File: src/design/srf_pkg.sv
// Constants, opcodes and carriers for the shift, rotate and flag unit.
// Assumes one core clock; operands arrive from the working register file.
//
// Summary of operation
// - Shift left: bits move up, zero into bit 0, flags Z C N V S, one cycle.
// - Shift right: bits move down, zero into bit 7, flags Z C N V S.
// - Rotate left through carry: old C to bit 0, bit 7 to C.
// - Rotate right through carry: old C to bit 7, bit 0 to C.
// - Arithmetic shift right: bit 7 kept, others shift down, flags Z C N V S.
// - Nibble swap in one cycle, no flag changes.
// - Status bit raise or lower writes only the bit selected by s.
// - Copy source bit b into transfer bit, no other flag changes.
// - Copy transfer bit into destination bit b, other bits and flags kept.
// - Carry raise sets C, carry lower clears C, one cycle.
// - Negative raise sets N, negative lower clears N.
// - Zero raise sets Z, zero lower clears Z.
// - Interrupt enable on sets I, off clears I.
// - Sign raise sets S, sign lower clears S.
// - Overflow raise sets V, overflow lower clears V.
// - Transfer raise sets T, transfer lower clears T.
// - Half carry raise sets H, lower clears H, one cycle.
package srf_pkg;

  // ----------------------------------------------------------------
  // Status flag positions
  // ----------------------------------------------------------------
  localparam int unsigned FLAG_C = 0;
  localparam int unsigned FLAG_Z = 1;
  localparam int unsigned FLAG_N = 2;
  localparam int unsigned FLAG_V = 3;
  localparam int unsigned FLAG_S = 4;
  localparam int unsigned FLAG_H = 5;
  localparam int unsigned FLAG_T = 6;
  localparam int unsigned FLAG_I = 7;

  // ----------------------------------------------------------------
  // Reset values and register offsets
  // ----------------------------------------------------------------
  localparam logic [7:0] STATUS_RESET  = 8'h00;
  localparam logic [7:0] RESULT_RESET  = 8'h00;
  localparam logic [3:0] ADDR_STATUS   = 4'h0;
  localparam logic [3:0] ADDR_RESULT   = 4'h1;
  localparam logic [3:0] ADDR_OPCOUNT  = 4'h2;
  localparam int unsigned OP_CYCLES    = 1;

  // ----------------------------------------------------------------
  // Operations
  // ----------------------------------------------------------------
  typedef enum logic [3:0] {
    OP_NONE,
    OP_SHIFT_LEFT_ZERO_FILL,
    OP_SHIFT_RIGHT_ZERO_FILL,
    OP_ROTATE_LEFT_VIA_CARRY,
    OP_ROTATE_RIGHT_VIA_CARRY,
    OP_SHIFT_RIGHT_SIGN_KEEP,
    OP_NIBBLE_EXCHANGE,
    OP_STATUS_BIT_RAISE,
    OP_STATUS_BIT_LOWER,
    OP_COPY_BIT_TO_TRANSFER,
    OP_COPY_TRANSFER_TO_BIT
  } op_e;

  // Request from the decoder; flag raise/lower by name map onto bit ops
  typedef struct packed {
    logic       valid;
    op_e        op;
    logic [7:0] operand;
    logic [2:0] sel;
  } op_req_s;

  typedef struct packed {
    logic       valid;
    logic [7:0] data;
  } op_res_s;

endpackage : srf_pkg

File: src/design/shift_rotate_flag_unit.sv
// Shift, rotate, nibble swap and status flag datapath slice.
// Assumes requests come from core-clock logic and the register file
// writes back res.data when res.valid is high.
//
// The plain strobed port and the register offsets are this design's own decisions.
`timescale 1ns/1ns
module shift_rotate_flag_unit (
  // Clock and reset
  input  wire logic            sys_clk,
  input  wire logic            reset_n,
  // Operation request
  input  wire srf_pkg::op_req_s req,
  // Result to register file
  output srf_pkg::op_res_s     res,
  // Status flags
  output logic [7:0]           status,
  // Register port
  input  wire logic [3:0]      reg_addr,
  input  wire logic [7:0]      reg_wdata,
  input  wire logic            reg_wr,
  input  wire logic            reg_rd,
  output logic [7:0]           reg_rdata
);

  // ----------------------------------------------------------------
  // State
  // ----------------------------------------------------------------
  logic [7:0] status_r;
  logic [7:0] status_nxt;
  logic [7:0] data_r;
  logic [7:0] data_nxt;
  logic       valid_r;
  logic [7:0] count_r;
  logic [7:0] rdata_r;

  // ----------------------------------------------------------------
  // Shift results
  // ----------------------------------------------------------------
  wire logic [7:0] d     = req.operand;
  wire logic       c_old = status_r[srf_pkg::FLAG_C];
  wire logic       go    = req.valid;

  wire logic [7:0] lsl_res = {d[6:0], 1'b0};
  wire logic [7:0] lsr_res = {1'b0, d[7:1]};
  wire logic [7:0] rol_res = {d[6:0], c_old};
  wire logic [7:0] ror_res = {c_old, d[7:1]};
  wire logic [7:0] asr_res = {d[7], d[7:1]};
  wire logic [7:0] swp_res = {d[3:0], d[7:4]};

  wire logic is_left = (req.op == srf_pkg::OP_SHIFT_LEFT_ZERO_FILL) ||
                       (req.op == srf_pkg::OP_ROTATE_LEFT_VIA_CARRY);
  wire logic is_shift = is_left ||
    (req.op == srf_pkg::OP_SHIFT_RIGHT_ZERO_FILL) ||
    (req.op == srf_pkg::OP_ROTATE_RIGHT_VIA_CARRY) ||
    (req.op == srf_pkg::OP_SHIFT_RIGHT_SIGN_KEEP);

  logic [7:0] shift_res;
  always_comb begin
    unique case (req.op)
      srf_pkg::OP_SHIFT_LEFT_ZERO_FILL:   shift_res = lsl_res;
      srf_pkg::OP_SHIFT_RIGHT_ZERO_FILL:  shift_res = lsr_res;
      srf_pkg::OP_ROTATE_LEFT_VIA_CARRY:  shift_res = rol_res;
      srf_pkg::OP_ROTATE_RIGHT_VIA_CARRY: shift_res = ror_res;
      srf_pkg::OP_SHIFT_RIGHT_SIGN_KEEP:  shift_res = asr_res;
      default:                            shift_res = swp_res;
    endcase
  end

  // Carry out: bit 7 leaves on left moves, bit 0 on right moves
  wire logic sh_c = is_left ? d[7] : d[0];
  wire logic sh_n = shift_res[7];
  wire logic sh_z = (shift_res == 8'h00);
  wire logic sh_v = sh_n ^ sh_c;
  wire logic sh_s = sh_n ^ sh_v;

  // ----------------------------------------------------------------
  // Bit operations
  // ----------------------------------------------------------------
  wire logic [7:0] sel_mask = 8'h01 << req.sel;
  wire logic       t_old    = status_r[srf_pkg::FLAG_T];
  wire logic [7:0] bld_res  = t_old ? (d | sel_mask)
                                    : (d & ~sel_mask);
  wire logic       bst_bit  = d[req.sel];

  // ----------------------------------------------------------------
  // Next status and result
  // ----------------------------------------------------------------
  always_comb begin
    status_nxt = status_r;
    data_nxt   = data_r;
    if (go) begin
      unique case (req.op)
        srf_pkg::OP_SHIFT_LEFT_ZERO_FILL,
        srf_pkg::OP_SHIFT_RIGHT_ZERO_FILL,
        srf_pkg::OP_ROTATE_LEFT_VIA_CARRY,
        srf_pkg::OP_ROTATE_RIGHT_VIA_CARRY,
        srf_pkg::OP_SHIFT_RIGHT_SIGN_KEEP: begin
          data_nxt                   = shift_res;
          status_nxt[srf_pkg::FLAG_C] = sh_c;
          status_nxt[srf_pkg::FLAG_Z] = sh_z;
          status_nxt[srf_pkg::FLAG_N] = sh_n;
          status_nxt[srf_pkg::FLAG_V] = sh_v;
          status_nxt[srf_pkg::FLAG_S] = sh_s;
        end
        srf_pkg::OP_NIBBLE_EXCHANGE: begin
          data_nxt = swp_res;
        end
        // Named flag raise/lower ops arrive as these with sel set
        srf_pkg::OP_STATUS_BIT_RAISE: begin
          status_nxt = status_r | sel_mask;
        end
        srf_pkg::OP_STATUS_BIT_LOWER: begin
          status_nxt = status_r & ~sel_mask;
        end
        srf_pkg::OP_COPY_BIT_TO_TRANSFER: begin
          status_nxt[srf_pkg::FLAG_T] = bst_bit;
        end
        srf_pkg::OP_COPY_TRANSFER_TO_BIT: begin
          data_nxt = bld_res;
        end
        default: begin
          status_nxt = status_r;
        end
      endcase
    end else if (reg_wr && reg_addr == srf_pkg::ADDR_STATUS) begin
      // Software write loses to a same-cycle operation
      status_nxt = reg_wdata;
    end
  end

  wire logic writes_data = go && (is_shift ||
    req.op == srf_pkg::OP_NIBBLE_EXCHANGE ||
    req.op == srf_pkg::OP_COPY_TRANSFER_TO_BIT);

  // ----------------------------------------------------------------
  // Registers
  // ----------------------------------------------------------------
  always_ff @(posedge sys_clk or negedge reset_n) begin
    if (!reset_n) begin
      status_r <= srf_pkg::STATUS_RESET;
      data_r   <= srf_pkg::RESULT_RESET;
      valid_r  <= 1'b0;
    end else begin
      status_r <= status_nxt;
      data_r   <= data_nxt;
      valid_r  <= writes_data;
    end
  end

  always_ff @(posedge sys_clk or negedge reset_n) begin
    if (!reset_n) begin
      count_r <= 8'h00;
    end else if (reg_wr && reg_addr == srf_pkg::ADDR_OPCOUNT) begin
      count_r <= 8'h00;
    end else if (go) begin
      count_r <= count_r + 8'h01;
    end
  end

  // ----------------------------------------------------------------
  // Register read port
  // ----------------------------------------------------------------
  logic [7:0] rd_mux;
  always_comb begin
    unique case (reg_addr)
      srf_pkg::ADDR_STATUS:  rd_mux = status_r;
      srf_pkg::ADDR_RESULT:  rd_mux = data_r;
      srf_pkg::ADDR_OPCOUNT: rd_mux = count_r;
      default:               rd_mux = 8'h00;
    endcase
  end

  always_ff @(posedge sys_clk or negedge reset_n) begin
    if (!reset_n) begin
      rdata_r <= 8'h00;
    end else if (reg_rd) begin
      rdata_r <= rd_mux;
    end else begin
      rdata_r <= 8'h00;
    end
  end

  assign res.valid = valid_r;
  assign res.data  = data_r;
  assign status    = status_r;
  assign reg_rdata = rdata_r;

endmodule : shift_rotate_flag_unit

File: config.mk
export PLATFORM = sky130hd
export DESIGN_NAME = shift_rotate_flag_unit
export DESIGN_NICKNAME = d
export VERILOG_FILES = /design/src/design/srf_pkg.sv /design/src/design/shift_rotate_flag_unit.sv
export SDC_FILE = /design/constraint.sdc
export NUM_CORES = 1
export LEC_CHECK = 0
export BUFFER_PORTS_ARGS = -buffer_cell sky130_fd_sc_hd__buf_2
export CORE_MARGIN = 2
export CORE_UTILIZATION = 50
export CTS_BUF_LIST = sky130_fd_sc_hd__clkbuf_8
export CTS_CLUSTER_SIZE = 24
export DETAILED_ROUTE_END_ITERATION = 8
export PLACE_DENSITY_LB_ADDON = 0.12
export SLEW_MARGIN = 20
export SYNTH_ARGS = -nofsm -noshare
export SYNTH_HDL_FRONTEND = slang
export SYNTH_SLANG_ARGS = --single-unit
File: constraint.sdc
create_clock -name sys_clk -period 4.6 [get_ports sys_clk]
set_input_delay 0 -clock sys_clk [delete_from_list [all_inputs] [get_ports sys_clk]]
set_output_delay 0 -clock sys_clk [all_outputs]
set_load 0.005 [all_outputs]
==> flow_summary.ini, run 1 <==
[run_status]
status = finished clean

[global_routing]
grtUsageMet2_pct = 37.33
use_met1_pct = 41.40
grt_total_usage_pct = 26.21
globalRoute.totalOverflow = 0
first_pass_grt_wire_length_um = 11130
met3_usage_pct = 4.819
grt_antenna_before_repair = 0
grt_pass1_vias = 2167
globalRoute.busiestLayer = met1
largest_net_degree_at_the_start_of_global_routing = 34

[layout]
nNetsFinal = 359
syn2layout_area_growth_pct = 16.47
final_layout_size_suffix_gt1_share_pct = 27.52
antenna_cells = 0
post-route-util_pct = 61.20

[cts]
cts-root-to-sink-buffers = 2
clock_tree_from_tritoncts = built
worstSkewPairLatency_ns = 0.28
path_clk_slew_ns = 0.07
cts-root-buf = sky130_fd_sc_hd__clkbuf_8
number_of_levels_the_h_tree_was_split_into = 2
clock_sinks = 33
tritoncts.num_buffers = 5

[sta]
grt_setup_unrepaired = no
fmaxAchievable_ghz = 0.5490
slew_violations = 0
worstMarginPinSlew_ns = 0.8260
fin_skew_ns = 0.004407
final_hold_viol_count = 0
min_period_over_period_pct = 39.60
finalSetupTns_ns = 0
final_setup_violation_count = 0
period_needed_ns = 1.821
slew-limit-headroom_pct = 44.79

[die]
die_y_um = 74.92
initial_utilization_pct = 52.55
design.core.area_um2 = 4786
row_count = 25
die_width_um = 74.92
design.die.area_um2 = 5613
num_io_pins = 57

[synthesis]
synth_area_leaders = sky130_fd_sc_hd__dfrtp_1, sky130_fd_sc_hd__mux2_2, sky130_fd_sc_hd__a221oi_1
synth-seq-cells = 33
ys.warnings.count = 0
synth.largest_area_cell = sky130_fd_sc_hd__dfrtp_1
ys_top_cells_by_count = sky130_fd_sc_hd__dfrtp_1, sky130_fd_sc_hd__nor2_1, sky130_fd_sc_hd__nand2_1
synth_cell_types = 63
syn_nets = 313
synthesis.instances = 280
post-synth-top-count-cell = sky130_fd_sc_hd__dfrtp_1
avg_synthesized_cell_area_um2 = 8.982
synth_enable_flop_cells = 0
post_synth_instance_area_um2 = 2515
yosysSeqAreaShare_pct = 32.84
postSynth.asyncResetShare_pct = 100.0
synth_top_area_share_pct = 32.84
postSynth.topFlopCell = sky130_fd_sc_hd__dfrtp_1

[pwr]
p_leak_nw = 1.278
pwr_density_cell_nw_per_um2 = 312.3
vdd_drop_max_uv = 279.0
total_power_w = 0.0009146

[min_path]
worstHoldEndpoint = status[1]$_DFFE_PN0P_
hold_path_depth = 3
hold_class = in2reg
timing.hold.worst.start = reg_wdata[1]

[placement]
gpl.final_weighted_congestion = 0.8570
portBuffers = 56
dp.final_hpwl_um = 5019

[drt]
number_of_detailed_route_iterations_in_the_first_pass = 5
route.detailed.wl_per_inst_um = 17.61
detailroute.via_count = 2455
route.detailed.vias_per_inst = 6.231
drcViolationCount = 0
antenna_violating_nets_post_route = 0
routed_wirelength_um = 6938
drt_first_iter_violations = 247

[setup_path]
path_cells = mux2_4 > o32a_1 > and3_4 > a221o_1 > o221ai_1
worst-setup-path-type = reg2reg
critPathMaxStageDelay_ns = 0.44
critPathLaunchType = register
arrival_time_reported_for_the_critical_path_endpoint_ns = 2.02
reg2reg_to = status[3]$_DFFE_PN0P_
critical_path_required_ns = 4.79
cp_max_fo = 5
ff2ff_path_depth = 5
setup.reg_to_reg.worst_slack_ns = 2.78
timing.critical_path.to_type = register
worst_path_max_delay_cell = sky130_fd_sc_hd__dfrtp_1
reg2reg_from = status[0]$_DFFE_PN0P_

[job]
max_cap_viol_count = 0
-- state kept, by name (all words and copies together), names as in the netlist, named ones only --
signal and cells:
status 6, count_r 8, valid_r 1, data_r 8
reg_rdata 8
-- per-layer routing --
metal  vias up  wire [µm]  part of all wire, %
li1       1161          -                    -
met1      1166       3324                   48
met2       119       2964                   43
met3         9        575                  8.3
met4         0         74                  1.1
met5         -          0                    0
-- cell usage in the layout (no fill, tap or decap), drive strengths merged, types with 6 or more instances in the layout --
| cell | synthesis | layout |
|---|---|---|
| a21oi | 9 | 9 |
| a221oi | 12 | 12 |
| a22oi | 11 | 11 |
| buf | 12 | 56 |
| clkbuf | 10 | 7 |
| dfrtp | 33 | 33 |
| inv | 6 | 6 |
| mux2 | 18 | 18 |
| nand2 | 21 | 21 |
| nand3b | 6 | 6 |
| nor2 | 26 | 26 |
| nor3b | 7 | 7 |
| o21ai | 21 | 21 |
-- critical path: cells and delay by family (launching register included) --
| kind | cells | cell delay (ns) |
|---|---|---|
| AOI/OAI and AO/OA | 3 | 0.81 |
| DFF | 1 | 0.44 |
| muxes | 1 | 0.29 |
| and+or+nand+nor | 1 | 0.20 |
-- report_power, final --
part | total (W) | internal, W | leakage, nW | switching [W]
registers | 0.000407 | 0.000343 | 0.418 | 0.0000633
logic | 0.000270 | 0.000130 | 0.806 | 0.000140
clock network | 0.000238 | 0.000135 | 0.0542 | 0.000103
total | 0.000915 | 0.000609 | 1.28 | 0.000306
-- metrics by stage --
| step | cells | hold WS, ns | cell area (µm²) | setup WS [ns] |
|---|---|---|---|---|
| 2_1_floorplan | 280 | -0.2956 | 2515 | 2.874 |
| 3_3_place_gp | 381 | 0.09780 | 2778 | 2.802 |
| 3_5_place_dp | 381 | 0.09613 | 2778 | 2.765 |
| 4_1_cts | 394 | 0.04975 | 2929 | 2.780 |
| 5_1_grt | 394 | 0.06039 | 2929 | 2.724 |
| 6_report | 394 | 0.05560 | 2929 | 2.779 |
-- repair_timing --
action                                 4_1_cts  5_1_grt
hold buffers                                 5        0
buffers inserted                             0        0
endpoints found under the hold margin       37        0
resized for setup                            0        0
-- layout make-up --
| class | count | area (µm²) |
|---|---|---|
| Fill cell | 455 | 1857 |
| Clock buffer | 7 | 96.34 |
| Timing Repair Buffer | 61 | 330.3 |
| Tap cell | 67 | 83.83 |
| Inverter | 6 | 22.52 |
| Clock inverter | 1 | 5.005 |
| Multi-Input combinational cell | 219 | 1565 |
| Sequential cell | 33 | 825.8 |
-- how the worst max path moves through the flow --
stage,to,startpoint,slack (ns),depth (start not counted)
6_report,status[3]$_DFFE_PN0P_,status[0]$_DFFE_PN0P_,2.78,5
5_1_grt,status[3]$_DFFE_PN0P_,status[0]$_DFFE_PN0P_,2.72,5
4_1_cts,status[3]$_DFFE_PN0P_,status[0]$_DFFE_PN0P_,2.78,5
3_5_place_dp,status[3]$_DFFE_PN0P_,req[11],2.77,6
3_3_place_gp,status[3]$_DFFE_PN0P_,req[11],2.80,6
2_1_floorplan,status[3]$_DFFE_PN0P_,status[0]$_DFFE_PN0P_,2.87,5
-- kinds of logic after synthesis --
| kind of cell | share of synthesized area, % |
|---|---|
| buffers and inverters | 4.925 |
| and+or+nand+nor | 23.78 |
| xor gates and xnor gates | 2.438 |
| adders and majority gates | 0.4974 |
| DFF | 32.84 |
| muxes | 11.74 |
| AOI/OAI and AO/OA | 23.78 |
Note: power is estimated with default switching activity, not from simulation.
==> inputs of run 2 (changes only) <==
ABC_AREA = 1   (was not set)
clock period = 1.54 ns   (was 4.6 ns; I/O delays follow)
==> run 2 against run 1 <==
Against the previous run:
- clock power rose to 3.5 times the previous value
- total power rose to 3.2 times the previous value
- register-to-register slack lost 2.6 ns
- sequential power rose to 2.9 times the previous value
- non-clock buffer count increased by 8
- via count grew 5.7%
- worst setup slack worse by 2.6 ns
- final cell count rose by 24%
- final area down 0.26%
- synthesized cell count rose by 29%
- clock skew up 0.0018 ns
- synthesized area is 6.0% lower
==> flow_summary.ini, run 2 <==
[pwr]
cell_internal_power_dissipation_w = 0.001925
vdd_drop_max_uv = 398.1
switching_share_pct = 34.59
power.share.clock_pct = 28.6
total_power_w = 0.002944
seq_power_share_pct = 40.3
p_leak_nw = 1.660
pwr_density_cell_nw_per_um2 = 1008
power.combinational.fraction_pct = 31.1
power.switching_w = 0.001018

[synthesis]
ys.warnings.count = 0
postSynth.asyncResetShare_pct = 100.0
synth.largest_area_cell = sky130_fd_sc_hd__dfrtp_1
yosysSeqAreaShare_pct = 34.92
syn_nets = 395
synth_area_leaders = sky130_fd_sc_hd__dfrtp_1, sky130_fd_sc_hd__nand2_1, sky130_fd_sc_hd__inv_1
postSynth.topFlopCell = sky130_fd_sc_hd__dfrtp_1
synth-seq-cells = 33
synth_cell_types = 35
post-synth-top-count-cell = sky130_fd_sc_hd__nand2_1
synth_top_area_share_pct = 34.92
avg_synthesized_cell_area_um2 = 6.533
ys_top_cells_by_count = sky130_fd_sc_hd__nand2_1, sky130_fd_sc_hd__inv_1, sky130_fd_sc_hd__nor2_1
synth_enable_flop_cells = 0
post_synth_instance_area_um2 = 2365
synthesis.instances = 362

[sta]
slew_violations = 0
fmaxAchievable_ghz = 0.7250
hold_slack_ns = 0.03438
worstMarginPinSlew_ns = 0.7447
final_hold_viol_count = 0
fin_skew_ns = 0.006250
final_setup_violation_count = 0
slew-limit-headroom_pct = 50.35
min_period_over_period_pct = 89.57
final_critical_path_setup_slack_ns = 0.1607
finalSetupTns_ns = 0
period_needed_ns = 1.379
grt_setup_unrepaired = no

[cts]
path_clk_slew_ns = 0.07
cts-root-buf = sky130_fd_sc_hd__clkbuf_8
clock_tree_from_tritoncts = built
tritoncts.num_buffers = 5
number_of_levels_the_h_tree_was_split_into = 2
worstSkewPairLatency_ns = 0.29
clock_sinks = 33
cts-root-to-sink-buffers = 2

[die]
design.core.area_um2 = 4629
num_io_pins = 57
row_count = 25
design.die.area_um2 = 5295
die_y_um = 72.77
initial_utilization_pct = 51.08
die_width_um = 72.77

[setup_path]
critPathLaunchType = register
timing.critical_path.to_type = register
arrival_time_reported_for_the_critical_path_endpoint_ns = 1.56
path_cells = inv_2 > o21ai_0 > nand2_1 > o21ai_0 > nor2_2 > nor2_1 > o21ai_0 > nand2_1 > nand2_1 > nand2_1
worst_path_max_delay_cell = sky130_fd_sc_hd__dfrtp_1
worst-setup-path-type = reg2reg
path_common_cell = sky130_fd_sc_hd__nand2_1
critical_path_required_ns = 1.72
setup.reg_to_reg.worst_slack_ns = 0.16
critPathMaxStageDelay_ns = 0.39
cp_max_fo = 4

[placement]
gpl.final_weighted_congestion = 0.9712
portBuffers = 56
dp.final_hpwl_um = 5290
pre_cts_slack_ns = 0.06818

[global_routing]
grt_antenna_before_repair = 0
largest_net_degree_at_the_start_of_global_routing = 34
first_pass_grt_wire_length_um = 10760
globalRoute.totalOverflow = 0
grt_pass1_vias = 2402
grt_total_usage_pct = 26.31

[layout]
mostFrequentLayoutCell = sky130_fd_sc_hd__nand2_1
syn2layout_area_growth_pct = 23.54
most-common-layout-cells = sky130_fd_sc_hd__nand2_1, sky130_fd_sc_hd__inv_1, sky130_fd_sc_hd__buf_2, sky130_fd_sc_hd__nor2_1
antenna_cells = 0
post-route-util_pct = 63.11
nNetsFinal = 466
final_layout_size_suffix_gt1_share_pct = 21.66

[drt]
antenna_violating_nets_post_route = 0
routed_wirelength_um = 6711
route.detailed.vias_per_inst = 5.316
detailroute.via_count = 2594
number_of_detailed_route_iterations_in_the_first_pass = 5
drcViolationCount = 0
route.detailed.wl_per_inst_um = 13.75
drt_first_iter_violations = 195

[job]
max_cap_viol_count = 0

[min_path]
hold_class = in2reg

[run_status]
status = finished clean
==> run 2: cell types whose count changed after synthesis, moves of 9 or more <==
cell	delta
sky130_fd_sc_hd__a221oi_1	-12
sky130_fd_sc_hd__a22oi_1	-9
sky130_fd_sc_hd__inv_1	+52
sky130_fd_sc_hd__mux2_2	-17
sky130_fd_sc_hd__nand2_1	+75
sky130_fd_sc_hd__nor2_1	+25
sky130_fd_sc_hd__o21ai_0	+13
==> run 2: kinds of logic (layout without fill, tap and decap cells) <==
group	count (synthesis)	count (layout)	synth area share (%)
buffers and inverters	66	138	10.79
flip-flops	33	33	34.92
adder cells (fa/ha/maj)	1	1	0.5290
AND/OR/NAND/NOR	184	184	33.81
AO/OA/AOI/OAI	77	77	19.52
multiplexers	1	1	0.4233
==> run 2: per-layer routing <==
layer / vias up / routed length (µm) / GRT usage, %
li1: 1311 / - / -
met1: 1174 / 2904 / 34.32
met3: 12 / 437 / 3.729
met2: 97 / 3233 / 44.04
met4: 0 / 135 / 10.29
met5: - / 0 / 0
==> run 2: cell type report <==
cell class	instances	area, µm²
clock buffer	6	82.58
multi-input combinational	263	1290
inverter	61	231.5
clock inverter	2	33.78
fill	470	1708
timing repair buffer	69	390.4
tap	54	67.56
sequential	33	825.8
==> run 2: timing repair <==
item,CTS,global route
buffers inserted,0,2
resized for setup,0,2
setup endpoints to repair,0,4
endpoints found under the hold margin,40,0
hold buffers,5,0
==> run 2: power by group through the flow <==
stage	Sequential [W]	Clock [W]	Combinational, W
floorplan	0.00119	0	0.000529
global placement	0.00119	0	0.000860
detailed placement	0.00120	0	0.000874
CTS	0.00119	0.000853	0.000889
global route	0.00121	0.000885	0.00104
finish	0.00119	0.000842	0.000916
==> run 2: path summary, 6_finish.rpt <==
| kind | start | depth (start not counted) | endpoint |
|---|---|---|---|
| max | status[0]$_DFFE_PN0P_ | 10 | status[3]$_DFFE_PN0P_ |
| max in group asynchronous | reset_n | 2 | count_r[0]$_DFFE_PN0P_ |
| max reg2reg | status[0]$_DFFE_PN0P_ | 10 | status[3]$_DFFE_PN0P_ |
| min in group asynchronous | reset_n | 2 | reg_rdata[6]$_DFF_PN0_ |
| min reg2reg | status[1]$_DFFE_PN0P_ | 2 | status[1]$_DFFE_PN0P_ |
| min | reg_wdata[7] | 3 | register |
==> run 2: critical path: cells and delay by family (launching register included) <==
family	cells	cell delay (ns)
AOI/OAI and AO/OA	3	0.35
buffers and inverters	1	0.08
DFF	1	0.39
and+or+nand+nor	6	0.46
==> run 2: per-stage QoR <==
stage / area (µm²) / instances
detailed placement: 2734 / 473
CTS: 2900 / 486
floorplan: 2365 / 362
global placement: 2734 / 473
finish: 2922 / 488
global route: 2922 / 488
